## config.mk

```make
export PLATFORM = sky130hd
export DESIGN_NAME = run_source_select
export DESIGN_NICKNAME = d
export VERILOG_FILES = /design/src/rtl/run_source_pkg.sv /design/src/rtl/run_source_select.sv /design/src/rtl/terminal_decode.sv
export SDC_FILE = /design/constraint.sdc
export NUM_CORES = 1
export LEC_CHECK = 0
export BUFFER_PORTS_ARGS = -buffer_cell sky130_fd_sc_hd__buf_4
export CORE_ASPECT_RATIO = 0.5
export CORE_MARGIN = 3
export CORE_UTILIZATION = 30
export CTS_CLUSTER_SIZE = 10
export DETAILED_ROUTE_END_ITERATION = 12
export MAX_ROUTING_LAYER = met4
export PLACE_DENSITY = 0.49
export SLEW_MARGIN = 20
export SYNTH_ARGS = -nofsm -noshare
export SYNTH_HDL_FRONTEND = slang
export SYNTH_SLANG_ARGS = --single-unit
```

## constraint.sdc

```tcl
create_clock -name pclk -period 6.18 [get_ports pclk]
set_input_delay 0.618 -clock pclk [delete_from_list [all_inputs] [get_ports pclk]]
set_output_delay 0.618 -clock pclk [all_outputs]
set_load 0.02 [all_outputs]
```

## src/rtl/run_source_pkg.sv

```systemverilog
/*
 Shared constants for the run-command source selector: register map,
 field codes, reset values, the motor state encoding and the state record.
 Assumes a 32-bit APB slave with byte addresses and one word per register.
*/
package run_source_pkg;

    // Register byte offsets
    localparam logic [7:0] OFF_SOURCE = 8'h00;
    localparam logic [7:0] OFF_KEY_DIR = 8'h04;
    localparam logic [7:0] OFF_PREVENT = 8'h08;
    localparam logic [7:0] OFF_PWR_RUN = 8'h0C;
    localparam logic [7:0] OFF_RST_RESTART = 8'h10;
    localparam logic [7:0] OFF_TERM_FUNC1 = 8'h14;
    localparam logic [7:0] OFF_TERM_FUNC5 = 8'h24;
    localparam logic [7:0] OFF_STATUS = 8'h28;

    // Command source codes
    localparam logic [1:0] SRC_KEYPAD = 2'h0;
    localparam logic [1:0] SRC_TERM_FWD_REV = 2'h1;
    localparam logic [1:0] SRC_TERM_RUN_DIR = 2'h2;
    localparam logic [1:0] SRC_SERIAL = 2'h3;

    // Terminal function codes
    localparam logic [4:0] FUNC_RUN = 5'h00;
    localparam logic [4:0] FUNC_DIR = 5'h01;
    localparam logic [4:0] FUNC_MAX = 5'h1B;

    // Run prevention codes
    localparam logic [1:0] PREV_NONE = 2'h0;
    localparam logic [1:0] PREV_FWD = 2'h1;
    localparam logic [1:0] PREV_REV = 2'h2;

    // Terminal counts per build
    localparam int NUM_TERM = 5;
    localparam logic [4:0] TERM_MASK_STD = 5'h07;
    localparam logic [4:0] TERM_MASK_ADV = 5'h1F;

    // Reset values
    localparam logic [1:0] RST_SOURCE = 2'h1;
    localparam logic RST_KEY_DIR = 1'h0;
    localparam logic [1:0] RST_PREVENT = 2'h0;
    localparam logic RST_PWR_RUN = 1'h0;
    localparam logic RST_RST_RESTART = 1'h0;
    localparam logic [4:0][4:0] RST_TERM_FUNC =
        {5'h04, 5'h03, 5'h02, 5'h01, 5'h00};

    // Status word bit positions
    localparam int STAT_RUN = 0;
    localparam int STAT_REV = 1;
    localparam int STAT_TRIP = 2;
    localparam int STAT_HOLD = 3;
    localparam int STAT_SRC_LO = 4;

    // Motor command state, one-hot
    typedef enum logic [2:0] {
        MOT_IDLE = 3'b001,
        MOT_FWD = 3'b010,
        MOT_REV = 3'b100
    } motor_state_t;

    // Whole state of the selector
    typedef struct packed {
        logic [1:0] source;
        logic key_dir;
        logic [1:0] prevent;
        logic pwr_run_en;
        logic rst_restart_en;
        logic [4:0][4:0] term_func;
        logic key_run;
        logic tripped;
        logic hold_off;
        logic hold_cause_pwr;
        motor_state_t motor;
        logic run_cmd;
        logic reverse_cmd;
        logic pready;
        logic pslverr;
        logic [31:0] prdata;
    } sel_state_t;

endpackage

```

## src/rtl/run_source_select.sv

```systemverilog
/*
 Run-command source selector with an APB register file. Chooses where
 run and direction come from (keypad, terminals in two styles, serial
 link), applies run prevention, power-on run and restart after a trip
 reset, and drives registered run and reverse commands to the drive.
 Assumes all inputs are synchronous to pclk, keypad keys and the fault
 reset are one-cycle pulses, and the serial protocol block supplies a
 decoded run and direction level.

// How it works
// - Source code 2 takes run from one terminal and direction from another.
// - In that mode a terminal with function 0 is run; alone it runs forward.
// - In that mode a terminal with function 1 active turns the run to reverse.
// - Each terminal has a function field of 0 to 27; first 0, second 1.
// - Three terminals in the standard build and five in the advanced one.
// - Source code 3 takes run only from the serial link, advanced build only.
// - Run prevention 0 allows all, 1 blocks forward and 2 blocks reverse.
// - The keypad direction applies only while the source code is 0.
// - The keypad direction stays readable and writable in every mode.
// - With power-on run set, an active terminal run starts after power-up.
// - With restart set, an active terminal run resumes after a trip reset.
// - Source code 0 starts and stops from the keypad run and stop keys.
// - Source code 1 runs forward or reverse by terminal; both or none stop.
*/
`timescale 1ns/1ps
module run_source_select
    import run_source_pkg::*;
#(
    parameter bit advanced_io = 1'b1
) (
    // Clock and reset
    input wire logic pclk,
    input wire logic presetn,
    // APB slave
    input wire logic psel,
    input wire logic penable,
    input wire logic pwrite,
    input wire logic [7:0] paddr,
    input wire logic [31:0] pwdata,
    output logic [31:0] prdata,
    output logic pready,
    output logic pslverr,
    // Command inputs
    input wire logic [4:0] terminal_in,
    input wire logic key_run_press,
    input wire logic key_stop_press,
    input wire logic serial_run,
    input wire logic serial_reverse,
    // Protection
    input wire logic fault_trip,
    input wire logic fault_reset,
    // Drive commands
    output logic run_cmd,
    output logic reverse_cmd
);

    sel_state_t st_reg;
    sel_state_t st_next;
    logic term_run;
    logic term_dir;
    logic [4:0] present_mask;

    // Fitted terminals depend on the build
    assign present_mask = advanced_io ? TERM_MASK_ADV : TERM_MASK_STD;

    // Terminal function resolution
    terminal_decode u_decode (
        .terminal_in(terminal_in),
        .term_func(st_reg.term_func),
        .present_mask(present_mask),
        .run_active(term_run),
        .dir_active(term_dir)
    );

    // Index of a terminal function register, or NUM_TERM when none
    // Only exact word addresses decode; a byte inside a word is refused
    function automatic int term_index(input logic [7:0] addr);
        int idx;
        idx = NUM_TERM;
        for (int i = 0; i < NUM_TERM; i++) begin
            if (addr == OFF_TERM_FUNC1 + 8'(4 * i)) begin
                idx = i;
            end
        end
        return idx;
    endfunction

    // Whether a terminal is fitted in this build
    function automatic logic term_fitted(input int idx);
        return (idx < NUM_TERM) && present_mask[idx[2:0]];
    endfunction

    // Whether a register exists and whether a write value is legal
    function automatic logic [1:0] check_access(input logic [7:0] addr,
                                                input logic wr,
                                                input logic [31:0] d);
        logic known;
        logic legal;
        int idx;
        known = 1'b1;
        legal = 1'b1;
        idx = term_index(addr);
        // Unknown addresses refuse both ways; known ones refuse bad writes
        unique case (addr)
            OFF_SOURCE: begin
                // The serial source exists only in the advanced build
                legal = (d[31:2] == '0) &&
                    (advanced_io || d[1:0] != SRC_SERIAL);
            end
            OFF_KEY_DIR: begin
                legal = (d[31:1] == '0);
            end
            OFF_PREVENT: begin
                legal = (d[31:2] == '0) && (d[1:0] != 2'h3);
            end
            OFF_PWR_RUN, OFF_RST_RESTART: begin
                legal = (d[31:1] == '0);
            end
            OFF_STATUS: begin
                legal = ~wr;
            end
            default: begin
                if (term_fitted(idx)) begin
                    legal = (d[31:5] == '0) && (d[4:0] <= FUNC_MAX);
                end else begin
                    known = 1'b0;
                end
            end
        endcase
        return {known, legal | ~wr};
    endfunction

    // Read value of a register
    function automatic logic [31:0] read_word(input sel_state_t s,
                                              input logic [7:0] addr);
        logic [31:0] w;
        int idx;
        w = 32'h0000_0000;
        idx = term_index(addr);
        unique case (addr)
            OFF_SOURCE: begin
                w[1:0] = s.source;
            end
            OFF_KEY_DIR: begin
                w[0] = s.key_dir;
            end
            OFF_PREVENT: begin
                w[1:0] = s.prevent;
            end
            OFF_PWR_RUN: begin
                w[0] = s.pwr_run_en;
            end
            OFF_RST_RESTART: begin
                w[0] = s.rst_restart_en;
            end
            OFF_STATUS: begin
                w[STAT_RUN] = s.run_cmd;
                w[STAT_REV] = s.reverse_cmd;
                w[STAT_TRIP] = s.tripped;
                w[STAT_HOLD] = s.hold_off;
                w[STAT_SRC_LO +: 2] = s.source;
            end
            default: begin
                if (term_fitted(idx)) begin
                    w[4:0] = s.term_func[idx[2:0]];
                end
            end
        endcase
        return w;
    endfunction

    // Next state: bus, fault tracking, source resolution, motor command
    always_comb begin
        logic acc_first;
        logic commit;
        logic [1:0] chk;
        logic terminal_src;
        logic src_run;
        logic term_pending;
        logic req_run;
        logic req_rev;
        logic blocked;
        logic trip_cleared;
        int idx;
        st_next = st_reg;
        acc_first = psel && penable && !st_reg.pready;
        commit = psel && penable && st_reg.pready && pwrite &&
            !st_reg.pslverr;
        chk = check_access(paddr, pwrite, pwdata);
        idx = term_index(paddr);
        terminal_src = (st_reg.source == SRC_TERM_FWD_REV) ||
            (st_reg.source == SRC_TERM_RUN_DIR);
        src_run = 1'b0;
        req_run = 1'b0;
        req_rev = 1'b0;

        // One wait state: answer is prepared in the first access cycle
        st_next.pready = acc_first;
        st_next.pslverr = acc_first && !(chk[1] && chk[0]);
        st_next.prdata = (acc_first && !pwrite && chk[1]) ?
            read_word(st_reg, paddr) : 32'h0000_0000;

        // Writes land only on the edge that completes the transfer
        if (commit) begin
            unique case (paddr)
                OFF_SOURCE: begin
                    st_next.source = pwdata[1:0];
                end
                OFF_KEY_DIR: begin
                    st_next.key_dir = pwdata[0];
                end
                OFF_PREVENT: begin
                    st_next.prevent = pwdata[1:0];
                end
                OFF_PWR_RUN: begin
                    st_next.pwr_run_en = pwdata[0];
                end
                OFF_RST_RESTART: begin
                    st_next.rst_restart_en = pwdata[0];
                end
                default: begin
                    if (term_fitted(idx)) begin
                        st_next.term_func[idx[2:0]] = pwdata[4:0];
                    end
                end
            endcase
        end

        // Trip flag: a new trip in the reset cycle keeps it set
        // When the two race, staying tripped is the safer reading
        trip_cleared = st_reg.tripped && fault_reset && !fault_trip;
        if (fault_trip) begin
            st_next.tripped = 1'b1;
        end else if (fault_reset) begin
            st_next.tripped = 1'b0;
        end

        // Terminal run level as the present mode sees it
        term_pending = (st_reg.source == SRC_TERM_FWD_REV) ?
            (term_run || term_dir) : term_run;

        // Hold-off keeps a standing terminal run from starting the motor
        // until it is released, unless the matching auto-start is set
        // The serial source is left out: the upper controller decides
        // for itself when to run after power-up or a trip reset
        if (!term_pending) begin
            st_next.hold_off = 1'b0;
        end else if (st_reg.hold_cause_pwr && st_reg.pwr_run_en) begin
            st_next.hold_off = 1'b0;
        end else if (!st_reg.hold_cause_pwr && st_reg.rst_restart_en) begin
            st_next.hold_off = 1'b0;
        end
        if (trip_cleared) begin
            st_next.hold_off = 1'b1;
            st_next.hold_cause_pwr = 1'b0;
        end

        // Keypad run latch; stop wins so a held stop is always obeyed
        // Keys are single pulses, so the run request must be kept here
        if (key_run_press && st_reg.source == SRC_KEYPAD) begin
            st_next.key_run = 1'b1;
        end
        if (key_stop_press || fault_trip || st_reg.tripped ||
            st_reg.source != SRC_KEYPAD) begin
            st_next.key_run = 1'b0;
        end

        // Resolve the request for the selected source
        // In forward/reverse style both terminals on is a stop, not reverse
        unique case (st_reg.source)
            SRC_KEYPAD: begin
                src_run = st_reg.key_run;
                req_rev = st_reg.key_dir;
            end
            SRC_TERM_FWD_REV: begin
                src_run = term_run ^ term_dir;
                req_rev = term_dir && !term_run;
            end
            SRC_TERM_RUN_DIR: begin
                src_run = term_run;
                req_rev = term_dir;
            end
            SRC_SERIAL: begin
                src_run = serial_run;
                req_rev = serial_reverse;
            end
        endcase
        req_run = src_run && !st_reg.tripped && !fault_trip &&
            !(terminal_src && st_reg.hold_off);

        // A blocked direction counts as stop
        // Prevention acts on the resolved direction, so a blocked request
        // halts the motor instead of turning it the other way
        blocked = (!req_rev && st_reg.prevent == PREV_FWD) ||
            (req_rev && st_reg.prevent == PREV_REV);

        if (!req_run || blocked) begin
            st_next.motor = MOT_IDLE;
        end else if (req_rev) begin
            st_next.motor = MOT_REV;
        end else begin
            st_next.motor = MOT_FWD;
        end
        st_next.run_cmd = (st_next.motor != MOT_IDLE);
        st_next.reverse_cmd = (st_next.motor == MOT_REV);
    end

    // State register; hold-off starts set so power-up obeys its setting
    // Settings return to defaults on every reset, so power-on run only
    // acts once software has written it while the power-up hold stands
    always_ff @(posedge pclk or negedge presetn) begin
        if (!presetn) begin
            st_reg.source <= RST_SOURCE;
            st_reg.key_dir <= RST_KEY_DIR;
            st_reg.prevent <= RST_PREVENT;
            st_reg.pwr_run_en <= RST_PWR_RUN;
            st_reg.rst_restart_en <= RST_RST_RESTART;
            st_reg.term_func <= RST_TERM_FUNC;
            st_reg.key_run <= 1'b0;
            st_reg.tripped <= 1'b0;
            st_reg.hold_off <= 1'b1;
            st_reg.hold_cause_pwr <= 1'b1;
            st_reg.motor <= MOT_IDLE;
            st_reg.run_cmd <= 1'b0;
            st_reg.reverse_cmd <= 1'b0;
            st_reg.pready <= 1'b0;
            st_reg.pslverr <= 1'b0;
            st_reg.prdata <= 32'h0000_0000;
        end else begin
            st_reg <= st_next;
        end
    end

    // Outputs straight from the state register
    // No logic after the flops: outputs move only on pclk edges and on presetn going low
    assign prdata = st_reg.prdata;
    assign pready = st_reg.pready;
    assign pslverr = st_reg.pslverr;
    assign run_cmd = st_reg.run_cmd;
    assign reverse_cmd = st_reg.reverse_cmd;

endmodule // run_source_select

```

## src/rtl/terminal_decode.sv

```systemverilog
/*
 Combines the multi-function input terminals into the run and the
 direction request according to each terminal's function code.
 Assumes terminal levels are already synchronous to the clock.
*/
`timescale 1ns/1ps
module terminal_decode
    import run_source_pkg::*;
(
    // Terminal levels and their settings
    input wire logic [4:0] terminal_in,
    input wire logic [4:0][4:0] term_func,
    input wire logic [4:0] present_mask,
    // Combined requests
    output logic run_active,
    output logic dir_active
);

    // A terminal counts when fitted, active and given the code asked for
    function automatic logic any_with(input logic [4:0] lv,
                                      input logic [4:0][4:0] fn,
                                      input logic [4:0] mask,
                                      input logic [4:0] code);
        logic hit;
        hit = 1'b0;
        for (int i = 0; i < NUM_TERM; i++) begin
            if (mask[i] && lv[i] && (fn[i] == code)) begin
                hit = 1'b1;
            end
        end
        return hit;
    endfunction

    // Run terminal and direction terminal requests
    always_comb begin
        run_active = any_with(terminal_in, term_func, present_mask,
                              FUNC_RUN);
        dir_active = any_with(terminal_in, term_func, present_mask,
                              FUNC_DIR);
    end

endmodule // terminal_decode

```

==> metrics.sh, run 1 <==
FINAL-SETUP-VIOL-COUNT=0
FRACTION_OF_THE_YOSYS_AREA_TAKEN_BY_SEQUENTIAL_CELLS=0.3951
TIMING.REG2REG.WORST_PATH_DEPTH=9
FMAXACHIEVABLE_GHz=0.3502
POST_CTS_RESIZED=0
DRTPASS1ITERATIONS=4
CRIT_REQUIRED_NS=6.36
ROUTEDLENGTHMET1_MM=4.067
CRITICAL-PATH-MAX-STAGE-DELAY_NS=0.73
PLACE_CONGESTION=0.8580
FINALCLOCKSKEW_NS=0.002982
CLOCK-ROOT-BUFFER='sky130_fd_sc_hd__clkbuf_16'
SYNTH_AREA_PER_CELL_SQ_UM=9.797
ROUTE.DETAILED.WL_PER_INST_UM=17.18
INSERTION_DELAY_NS=0.29
CRIT_CELLS=9
IO_BUFFERS=65
RUN_STATUS='finished, final reports clean'
MAX-VDD-IR-DROP_V=0.00009859
FLIP_FLOP_COUNT_OF_THE_LARGEST_REGISTER_AFTER_LAYOUT=36
CRITICAL_PATH.ENDPOINT='run_cmd$_DFF_PN0_'
DRTITER0DRC=163
ANTENNA_FOUND_INITIAL=1
FLOORPLAN.INITIALDENSITY=0.3230
LIST_OF_CELLS_TRAVERSED_BY_THE_CRITICAL_PATH='or4b_2, nor3_1, nor3_1, ha_1, a221o_1, and3b_1, a21oi_1, or3_1, and3_1'
POWERDENSITY_nW_PER_UM2=196.9
SYNTH_SEQ_CELLS=46
DETAILEDPLACEMENTHPWL_MM=6.600
START_KIND='flip-flop'
SLEW_HEADROOM=0.5566
FLOORPLAN.IO_PINS=92
AREA_GROWTH_PCT=21.41
GRT_FIRST_PASS_WIRELENGTH_MM=13.41
SYNTH.LIB_CELLS_USED.DISTINCT=51
CPMAXSTAGEDELAYCELL='sky130_fd_sc_hd__or4b_2'
RSZ0062_AT_GRT='no'
DRT-TOTAL-WL_MM=8.369
WORSTPATHARRIVAL_NS=3.04
REG2REG_SLACK_NS=3.32
GR-TOTAL-OVERFLOW=0
SYNTH-MAIN-FF-CELL='sky130_fd_sc_hd__dfrtp_1'
SETUP_TOTAL_NEGATIVE_SLACK_NS=0
SYNTH-EDFF-COUNT=0
SYNTH_TOP_AREA_CELL='sky130_fd_sc_hd__dfrtp_1'
CTS.HOLD.BUFFERS_ADDED=0
DRV_CAP=0
GRT.TOTAL_USAGE=0.1557
CTS.SINKS=46
DRC=0
VIAS_AFTER_DETAILED_ROUTING=2433
TRITONCTS='yes'
SYNTH.TOP_CELL.AREA_SHARE=0.3235
YS_ASYNC_RST_SHARE=1.000
SYN_AREA_SQ_UM=2939
CRITICAL_PATH.MOST_COMMON_CELL='sky130_fd_sc_hd__nor3_1'
FINALCRITICALPERIOD_NS=2.856
PATH_MAX_FANOUT=4
POST_SYNTH_INST_COUNT=300
GRT_PASS1_VIAS=2470
CP_CAPTURE_TYPE='flip-flop'
FINALHOLDVIOLCOUNT=0
AVGVIACOUNTPERCELL=4.996
PLACED_AREA_SQ_UM=3396
DETAIL-ROUTE-ANTENNA-NETS=0
FINALNETCOUNT=418
HOLDCRITPATHCLASS='input port to async pin'
STD_CELL_ROWS=24
NUMPLACEDINSTANCES=478
YS.WARNINGS.COUNT=0
POWER.STATIC_LEAKAGE_nW=1.656
SYNTH_TOP_CELLS_BY_AREA='sky130_fd_sc_hd__dfrtp_1 32%, sky130_fd_sc_hd__mux2_2 13%, sky130_fd_sc_hd__buf_4 8.2%, sky130_fd_sc_hd__dfstp_2 7.2%, sky130_fd_sc_hd__nand2_1 3.4%'
SLEW_VIOLS_FINAL=0
WHS_NS=0.3372
LAYOUT_WORST_PATH_CYCLE_SHARE=0.4621
WORSTREG2REGEND='run_cmd$_DFF_PN0_'
LAUNCHING_INSTANCE_OR_PORT_OF_THE_CRITICAL_PATH='st_reg[47]$_DFFE_PN0P_'
CTS_INSERTED_BUFFERS=5
WORSTPATHBUFFERINVERTERCOUNT=0
DRIVE_ABOVE_1_SHARE=0.3427
DR_WL_MET2_MM=3.677
CORE-AREA_SQ_UM=9099
CRITICAL_PATH_CLASS='flip-flop to flip-flop'
NUM-FILL-CELLS=928
CTS-ROOT-TO-SINK-BUFFERS=2
CPLARGESTDELAYFAMILY='simple AND/OR/NAND/NOR gates'
REG2REG_FROM='st_reg[47]$_DFFE_PN0P_'
SLEW_WORST_PIN_NS=0.6596
WORST_SETUP_HOLD_PATH_CLK_SLEW_NS=0.06
MAXUSEDROUTINGLAYER='met4'
FLOORPLAN.DIE.WIDTH_UM=146.0
LAYOUT.CELL_AREA.NON_FILLER_SQ_UM=3568
MET3WIRELENGTH_UM=580
DESIGN.DIE.AREA_SQ_UM=11090
HTREEDEPTH=2
FINALNONFILLERCELLS=487
DIE_H_UM=75.99
LARGEST_NET_DEGREE_AT_THE_START_OF_GLOBAL_ROUTING=47
CTS_SETUP_BUFFERS=0
cell type report:
class | instances | area (sq um) | share of cell area
flip-flops and latches | 46 | 1161 | 0.3254
multi-input cells | 228 | 1550 | 0.4344
repair buffers | 65 | 488.0 | 0.1367
inverters | 9 | 33.78 | 0.009467
clock buffers | 5 | 125.1 | 0.03506
well taps | 130 | 162.7 | 0.04558
diodes | 1 | 2.502 | 0.0007013
clock inverters | 3 | 45.04 | 0.01262
cells by family (layout without fill, tap and decap cells):
| kind of cell | after synthesis | in the layout | synth area share |
|---|---|---|---|
| simple gates | 102 | 102 | 0.1950 |
| compound gates | 52 | 52 | 0.1154 |
| buf+inv | 51 | 82 | 0.1094 |
| flops | 46 | 46 | 0.3951 |
| mux | 41 | 41 | 0.1541 |
| fa+ha+maj | 7 | 7 | 0.02980 |
| other cells | 1 | 27 | 0.001276 |
layout by cell type (no fill, tap or decap), drive strengths merged, types with 2 or more instances in the layout:
| cell type | instances |
|---|---|
| buf | 65 |
| clkinvlp | 2 |
| nand2 | 27 |
| conb | 26 |
| clkbuf | 5 |
| a211oi | 2 |
| o22ai | 7 |
| inv | 9 |
| nor3 | 7 |
| dfrtp | 38 |
| nor4b | 3 |
| o21a | 3 |
| nor4 | 13 |
| o211ai | 4 |
| or4 | 2 |
| ha | 7 |
| nand2b | 4 |
| dfstp | 8 |
| mux2 | 34 |
| or4b | 2 |
| or3 | 2 |
| a2bb2oi | 3 |
| nand3 | 16 |
| nand4 | 2 |
| o21ai | 12 |
| a21oi | 11 |
| nor2 | 11 |
| and3 | 7 |
| mux2i | 7 |
| and2 | 2 |
per-layer routing:
| layer | vias up | GRT usage |
|---|---|---|
| li1 | 1152 | - |
| met1 | 1186 | 0.2172 |
| met5 | - | - |
| met3 | 4 | 0.04516 |
| met4 | 0 | 0.02158 |
| met2 | 91 | 0.2311 |
power breakdown:
part           leakage [nW]   total, W  switching [W]  internal (W)
combinational         0.971  0.0000862      0.0000525     0.0000337
clock                0.0761   0.000309       0.000118      0.000191
sequential            0.609   0.000307     0.00000275      0.000305
total                  1.66   0.000703       0.000174      0.000529
cells in the mapped netlist (4+ instances only):
cell type and n:
sky130_fd_sc_hd__buf_4 32, sky130_fd_sc_hd__nor2_1 11, sky130_fd_sc_hd__o211ai_1 4, sky130_fd_sc_hd__o21ai_0 12
sky130_fd_sc_hd__dfstp_2 8, sky130_fd_sc_hd__dfrtp_1 38, sky130_fd_sc_hd__inv_1 9, sky130_fd_sc_hd__ha_1 7
sky130_fd_sc_hd__nor3_1 6, sky130_fd_sc_hd__mux2i_1 7, sky130_fd_sc_hd__nand3_1 16, sky130_fd_sc_hd__o22ai_1 7
sky130_fd_sc_hd__nor4_1 11, sky130_fd_sc_hd__a21oi_1 11, sky130_fd_sc_hd__clkbuf_1 6, sky130_fd_sc_hd__nand2b_1 4
sky130_fd_sc_hd__and3_1 7, sky130_fd_sc_hd__nand2_1 27, sky130_fd_sc_hd__mux2_2 34
worst min path at each step:
stage / from / endpoint / slack (ns) / cells after the start
after CTS: presetn / st_reg[50]$_DFFE_PN0P_ / 0.36 / 1
after global placement: st_reg[39]$_DFFE_PN1P_ / st_reg[39]$_DFFE_PN1P_ / 0.46 / 1
after global routing: presetn / st_reg[43]$_DFFE_PN0P_ / 0.39 / 1
after detailed placement: st_reg[39]$_DFFE_PN1P_ / st_reg[39]$_DFFE_PN1P_ / 0.46 / 1
after floorplan: presetn / prdata[0]$_DFF_PN0_ / 0.32 / 0
final: presetn / st_reg[61]$_DFFE_PN0P_ / 0.34 / 1
per-stage QoR:
step                  util  worst slack [ns]  total power [W]
floorplan                -             3.394        0.0003651
global placement    0.3732             3.156        0.0003981
detailed placement  0.3732             3.107        0.0003991
CTS                 0.3919             3.329        0.0007112
global route        0.3922             3.227        0.0007342
finish              0.3922             3.324        0.0007028
(Power assumes the default switching activity.)
==> run 2: changes to the inputs <==
--- a/config.mk
+++ b/config.mk
@@ -5,6 +5,7 @@
 export SDC_FILE = /design/constraint.sdc
 export NUM_CORES = 1
 export LEC_CHECK = 0
+export ABC_AREA = 1
 export BUFFER_PORTS_ARGS = -buffer_cell sky130_fd_sc_hd__buf_4
 export CORE_ASPECT_RATIO = 0.5
 export CORE_MARGIN = 3
@@ -12,7 +13,7 @@
 export CTS_CLUSTER_SIZE = 10
 export DETAILED_ROUTE_END_ITERATION = 12
 export MAX_ROUTING_LAYER = met4
-export PLACE_DENSITY = 0.49
+export PLACE_DENSITY = 0.48
 export SLEW_MARGIN = 20
 export SYNTH_ARGS = -nofsm -noshare
 export SYNTH_HDL_FRONTEND = slang
==> constraint.sdc (replaced) <==
create_clock -name pclk -period 2.75 [get_ports pclk]
set_input_delay 0.275 -clock pclk [delete_from_list [all_inputs] [get_ports pclk]]
set_output_delay 0.275 -clock pclk [all_outputs]
set_load 0.02 [all_outputs]
==> metrics.sh, run 2 <==
RUN_STATUS='finished, violations left'
VIOLATIONS_IN_THE_FINAL_REPORTS='hold timing'
YS.WARNINGS.COUNT=0  # unchanged
INSERTION_DELAY_NS=0.29  # about the same
CTS_INSERTED_BUFFERS=5  # unchanged
CRIT_REQUIRED_NS=2.94  # -3.42 ns
REG2REG_FROM='st_reg[54]$_DFFE_PN1P_'
CPLARGESTDELAYFAMILY='simple AND/OR/NAND/NOR gates'
FINAL-SETUP-VIOL-COUNT=0  # unchanged
SYNTH_AREA_PER_CELL_SQ_UM=7.211  # -26%
GRT_BUSIEST_LAYER='met2'
DRTITER0DRC=173  # +6.1%
WORSTREG2REGEND='run_cmd$_DFF_PN0_'
GRT_PASS1_VIAS=2752  # +11%
RSZ0062_AT_GRT='no'
CP_CAPTURE_TYPE='flip-flop'
ROUTE.DETAILED.WL_PER_INST_UM=13.45  # -22%
POWERDENSITY_nW_PER_UM2=433.9  # +120%
GRT.TOTAL_USAGE=0.1548  # -0.0009484
WORST_SETUP_HOLD_PATH_CLK_SLEW_NS=0.06  # about the same
CPMAXSTAGEDELAYCELL='sky130_fd_sc_hd__dfstp_2'
WORSTPATHARRIVAL_NS=2.31  # -0.73 ns
SLEW_WORST_PIN_NS=0.6231  # -0.03646 ns
MOST_FREQUENT_CELLS_AFTER_SYNTHESIS='104 x sky130_fd_sc_hd__nand2_1, 70 x sky130_fd_sc_hd__nor2_1, 50 x sky130_fd_sc_hd__inv_1, 38 x sky130_fd_sc_hd__dfrtp_1, 37 x sky130_fd_sc_hd__nand3_1'
DIE_H_UM=79.05  # +4.0%
FRACTION_OF_THE_YOSYS_AREA_TAKEN_BY_SEQUENTIAL_CELLS=0.3626  # -0.03242
ANTENNA_FOUND_INITIAL=0  # -1
SETUP_TOTAL_NEGATIVE_SLACK_NS=0  # unchanged
SYNTH_TOP_AREA_CELL='sky130_fd_sc_hd__dfrtp_1'
FLIP_FLOP_COUNT_OF_THE_LARGEST_REGISTER_AFTER_LAYOUT=36  # unchanged
SYN_AREA_SQ_UM=3202  # +8.9%
PLACE_CONGESTION=0.8443  # -1.6%
FLOORPLAN.IO_PINS=92  # unchanged
TIMING.REG2REG.WORST_PATH_DEPTH=13  # +4
CRITICAL-PATH-MAX-STAGE-DELAY_NS=0.54  # -0.19 ns
GRT_FIRST_PASS_WIRELENGTH_MM=14.22  # +6.0%
CRIT_CELLS=13  # +4
LARGEST_NET_DEGREE_AT_THE_START_OF_GLOBAL_ROUTING=47  # unchanged
DETAIL-ROUTE-ANTENNA-NETS=0  # unchanged
GROUTE.LAYER.MET3.USAGE=0.02831  # -0.01685
ANTENNA-DIODE-COUNT=0  # -1
SYNTH.TOP_CELL.AREA_SHARE=0.2970  # -0.02655
AREA_GROWTH_PCT=21.81
WORSTPATHBUFFERINVERTERCOUNT=2  # +2
FLOORPLAN.INITIALDENSITY=0.3229  # about the same
POST_SYNTH_INST_COUNT=444  # +48%
SYNTH-EDFF-COUNT=0  # unchanged
TRITONCTS='yes'
FINALCRITICALPERIOD_NS=2.125  # -0.7305 ns
GRTUSAGEMET1=0.2143  # -0.002961
CLOCK-ROOT-BUFFER='sky130_fd_sc_hd__clkbuf_16'
LAYOUT_WORST_PATH_CYCLE_SHARE=0.7728  # +0.3107
FLOORPLAN.DIE.WIDTH_UM=152.1  # +4.2%
DESIGN.DIE.AREA_SQ_UM=12020  # +8.4%
CORE-AREA_SQ_UM=9916  # +9.0%
WHS_NS=-0.01575  # -0.3529 ns
DETAILEDPLACEMENTHPWL_MM=7.000  # +6.0%
HTREEDEPTH=2  # unchanged
DRV_CAP=0  # unchanged
REG2REG_SLACK_NS=0.62  # -2.70 ns
SYNTH_TOP_CELLS_BY_AREA='sky130_fd_sc_hd__dfrtp_1 30%, sky130_fd_sc_hd__nand2_1 12%, sky130_fd_sc_hd__nor2_1 8.2%, sky130_fd_sc_hd__buf_4 7.5%, sky130_fd_sc_hd__dfstp_2 6.6%'
STD_CELL_ROWS=25  # +4.2%
START_KIND='flip-flop'
HOLDCRITPATHCLASS='input port to async pin'
FINALNETCOUNT=571  # +37%
DRT-TOTAL-WL_MM=8.665  # +3.5%
YS_ASYNC_RST_SHARE=1.000  # unchanged
CTS_SETUP_BUFFERS=0  # unchanged
DRTPASS1ITERATIONS=4  # unchanged
LAYOUT.CELL_AREA.NON_FILLER_SQ_UM=3900  # +9.3%
SYNTHMOSTINSTANTIATEDCELL='sky130_fd_sc_hd__nand2_1'
NUM-FILL-CELLS=1045  # +13%
LAUNCHING_INSTANCE_OR_PORT_OF_THE_CRITICAL_PATH='st_reg[54]$_DFFE_PN1P_'
DRC=0  # unchanged
SLEW_VIOLS_FINAL=0  # unchanged
PLACED_AREA_SQ_UM=3701  # +9.0%
MAX-VDD-IR-DROP_V=0.0002289  # +130%
GR-USAGE-MET2=0.2385  # +0.007370
AVGVIACOUNTPERCELL=4.427  # -11%
CRITICAL_PATH.ENDPOINT='run_cmd$_DFF_PN0_'
POWER.STATIC_LEAKAGE_nW=1.895  # +14%
FMAXACHIEVABLE_GHz=0.4705  # +34%
POST_CTS_RESIZED=0  # unchanged
GR-TOTAL-OVERFLOW=0  # unchanged
SYNTH.LIB_CELLS_USED.DISTINCT=33  # -35%
SYNTH-MAIN-FF-CELL='sky130_fd_sc_hd__dfrtp_1'
DRIVE_ABOVE_1_SHARE=0.2259  # -0.1168
CRITICAL_PATH_CLASS='flip-flop to flip-flop'
FINAL_COMMON_CELL='sky130_fd_sc_hd__nand2_1'
IO_BUFFERS=65  # unchanged
CTS.SINKS=46  # unchanged
VIAS_AFTER_DETAILED_ROUTING=2851  # +17%
CTS.HOLD.BUFFERS_ADDED=0  # unchanged
FINALCLOCKSKEW_NS=0.004006  # +0.001024 ns
LIST_OF_CELLS_TRAVERSED_BY_THE_CRITICAL_PATH='nor2_1, nand2_1, nor2_1, nor2_1, nand3_1, ha_1, inv_1, a221oi_1, nand2_1, nand2_1, inv_1, nand2_1, nor2_1'
SYNTH_SEQ_CELLS=46  # unchanged
FINALHOLDVIOLCOUNT=12  # +12
PATH_MAX_FANOUT=3  # -1
SLEW_HEADROOM=0.5846  # +0.02797
CTS-ROOT-TO-SINK-BUFFERS=2  # unchanged
LAYOUT.CORE_UTILIZATION=0.3933  # +0.001123
MOST-COMMON-LAYOUT-CELLS='104 x sky130_fd_sc_hd__nand2_1, 70 x sky130_fd_sc_hd__nor2_1, 65 x sky130_fd_sc_hd__buf_4'
run 2: kinds of logic after synthesis:
family / Yosys count / synth area share
adders and majority gates: 7 / 0.02735
DFF: 46 / 0.3626
other: 1 / 0.001171
and+or+nand+nor: 248 / 0.3662
buffers and inverters: 89 / 0.1446
AOI/OAI and AO/OA: 53 / 0.09809
run 2: power by group:
part / internal [W] / leakage (nW) / switching [W]
Clock: 0.000546 / 0.0971 / 0.000263
Sequential: 0.000684 / 0.609 / 0.00000445
Combinational: 0.0000734 / 1.19 / 0.000122
Total: 0.00130 / 1.89 / 0.000389
run 2: metal layers:
layer,vias up,share of wire
met5,-,0
met1,1295,0.50
li1,1486,-
met2,65,0.44
met4,0,0.0078
met3,5,0.050
run 2: worst min-delay path by stage:
stage	from	to	slack, ns	cells past startpoint
floorplan	presetn	prdata[0]$_DFF_PN0_	-0.02	0
global placement	presetn	st_reg[71]$_DFFE_PN0P_	0.34	1
detailed placement	presetn	st_reg[70]$_DFFE_PN0P_	0.34	1
CTS	presetn	st_reg[42]$_DFFE_PN0P_	0.03	1
global route	presetn	st_reg[42]$_DFFE_PN0P_	0.05	1
finish	presetn	st_reg[70]$_DFFE_PN0P_	-0.02	1
run 2: final cells by class:
type / instances / area (sq um) / share of cell area
Timing Repair Buffer: 65 / 488.0 / 0.1251
Clock inverter: 2 / 60.06 / 0.01540
Sequential cell: 46 / 1161 / 0.2977
Tap cell: 135 / 168.9 / 0.04331
Clock buffer: 6 / 138.9 / 0.03561
Multi-Input combinational cell: 334 / 1672 / 0.4286
Inverter: 56 / 211.5 / 0.05422
run 2: per-stage QoR:
step	power, W	instances	worst slack [ns]
4_1_cts	0.001709	644	0.6613
3_5_place_dp	0.0008974	636	0.6634
2_1_floorplan	0.0008198	469	1.002
3_3_place_gp	0.0008967	636	0.6996
5_1_grt	0.001761	644	0.5041
6_report	0.001692	644	0.6247
run 2: worst register-to-register path, stage by stage, from the launching register on:
cell and delay [ns]:
sky130_fd_sc_hd__dfstp_2 0.54, sky130_fd_sc_hd__nor2_1 0.06, sky130_fd_sc_hd__nand2_1 0.08, sky130_fd_sc_hd__nor2_1 0.05
sky130_fd_sc_hd__nor2_1 0.12, sky130_fd_sc_hd__nand3_1 0.24, sky130_fd_sc_hd__ha_1 0.37, sky130_fd_sc_hd__inv_1 0.04
sky130_fd_sc_hd__a221oi_1 0.23, sky130_fd_sc_hd__nand2_1 0.08, sky130_fd_sc_hd__nand2_1 0.08, sky130_fd_sc_hd__inv_1 0.04
sky130_fd_sc_hd__nand2_1 0.06, sky130_fd_sc_hd__nor2_1 0.04
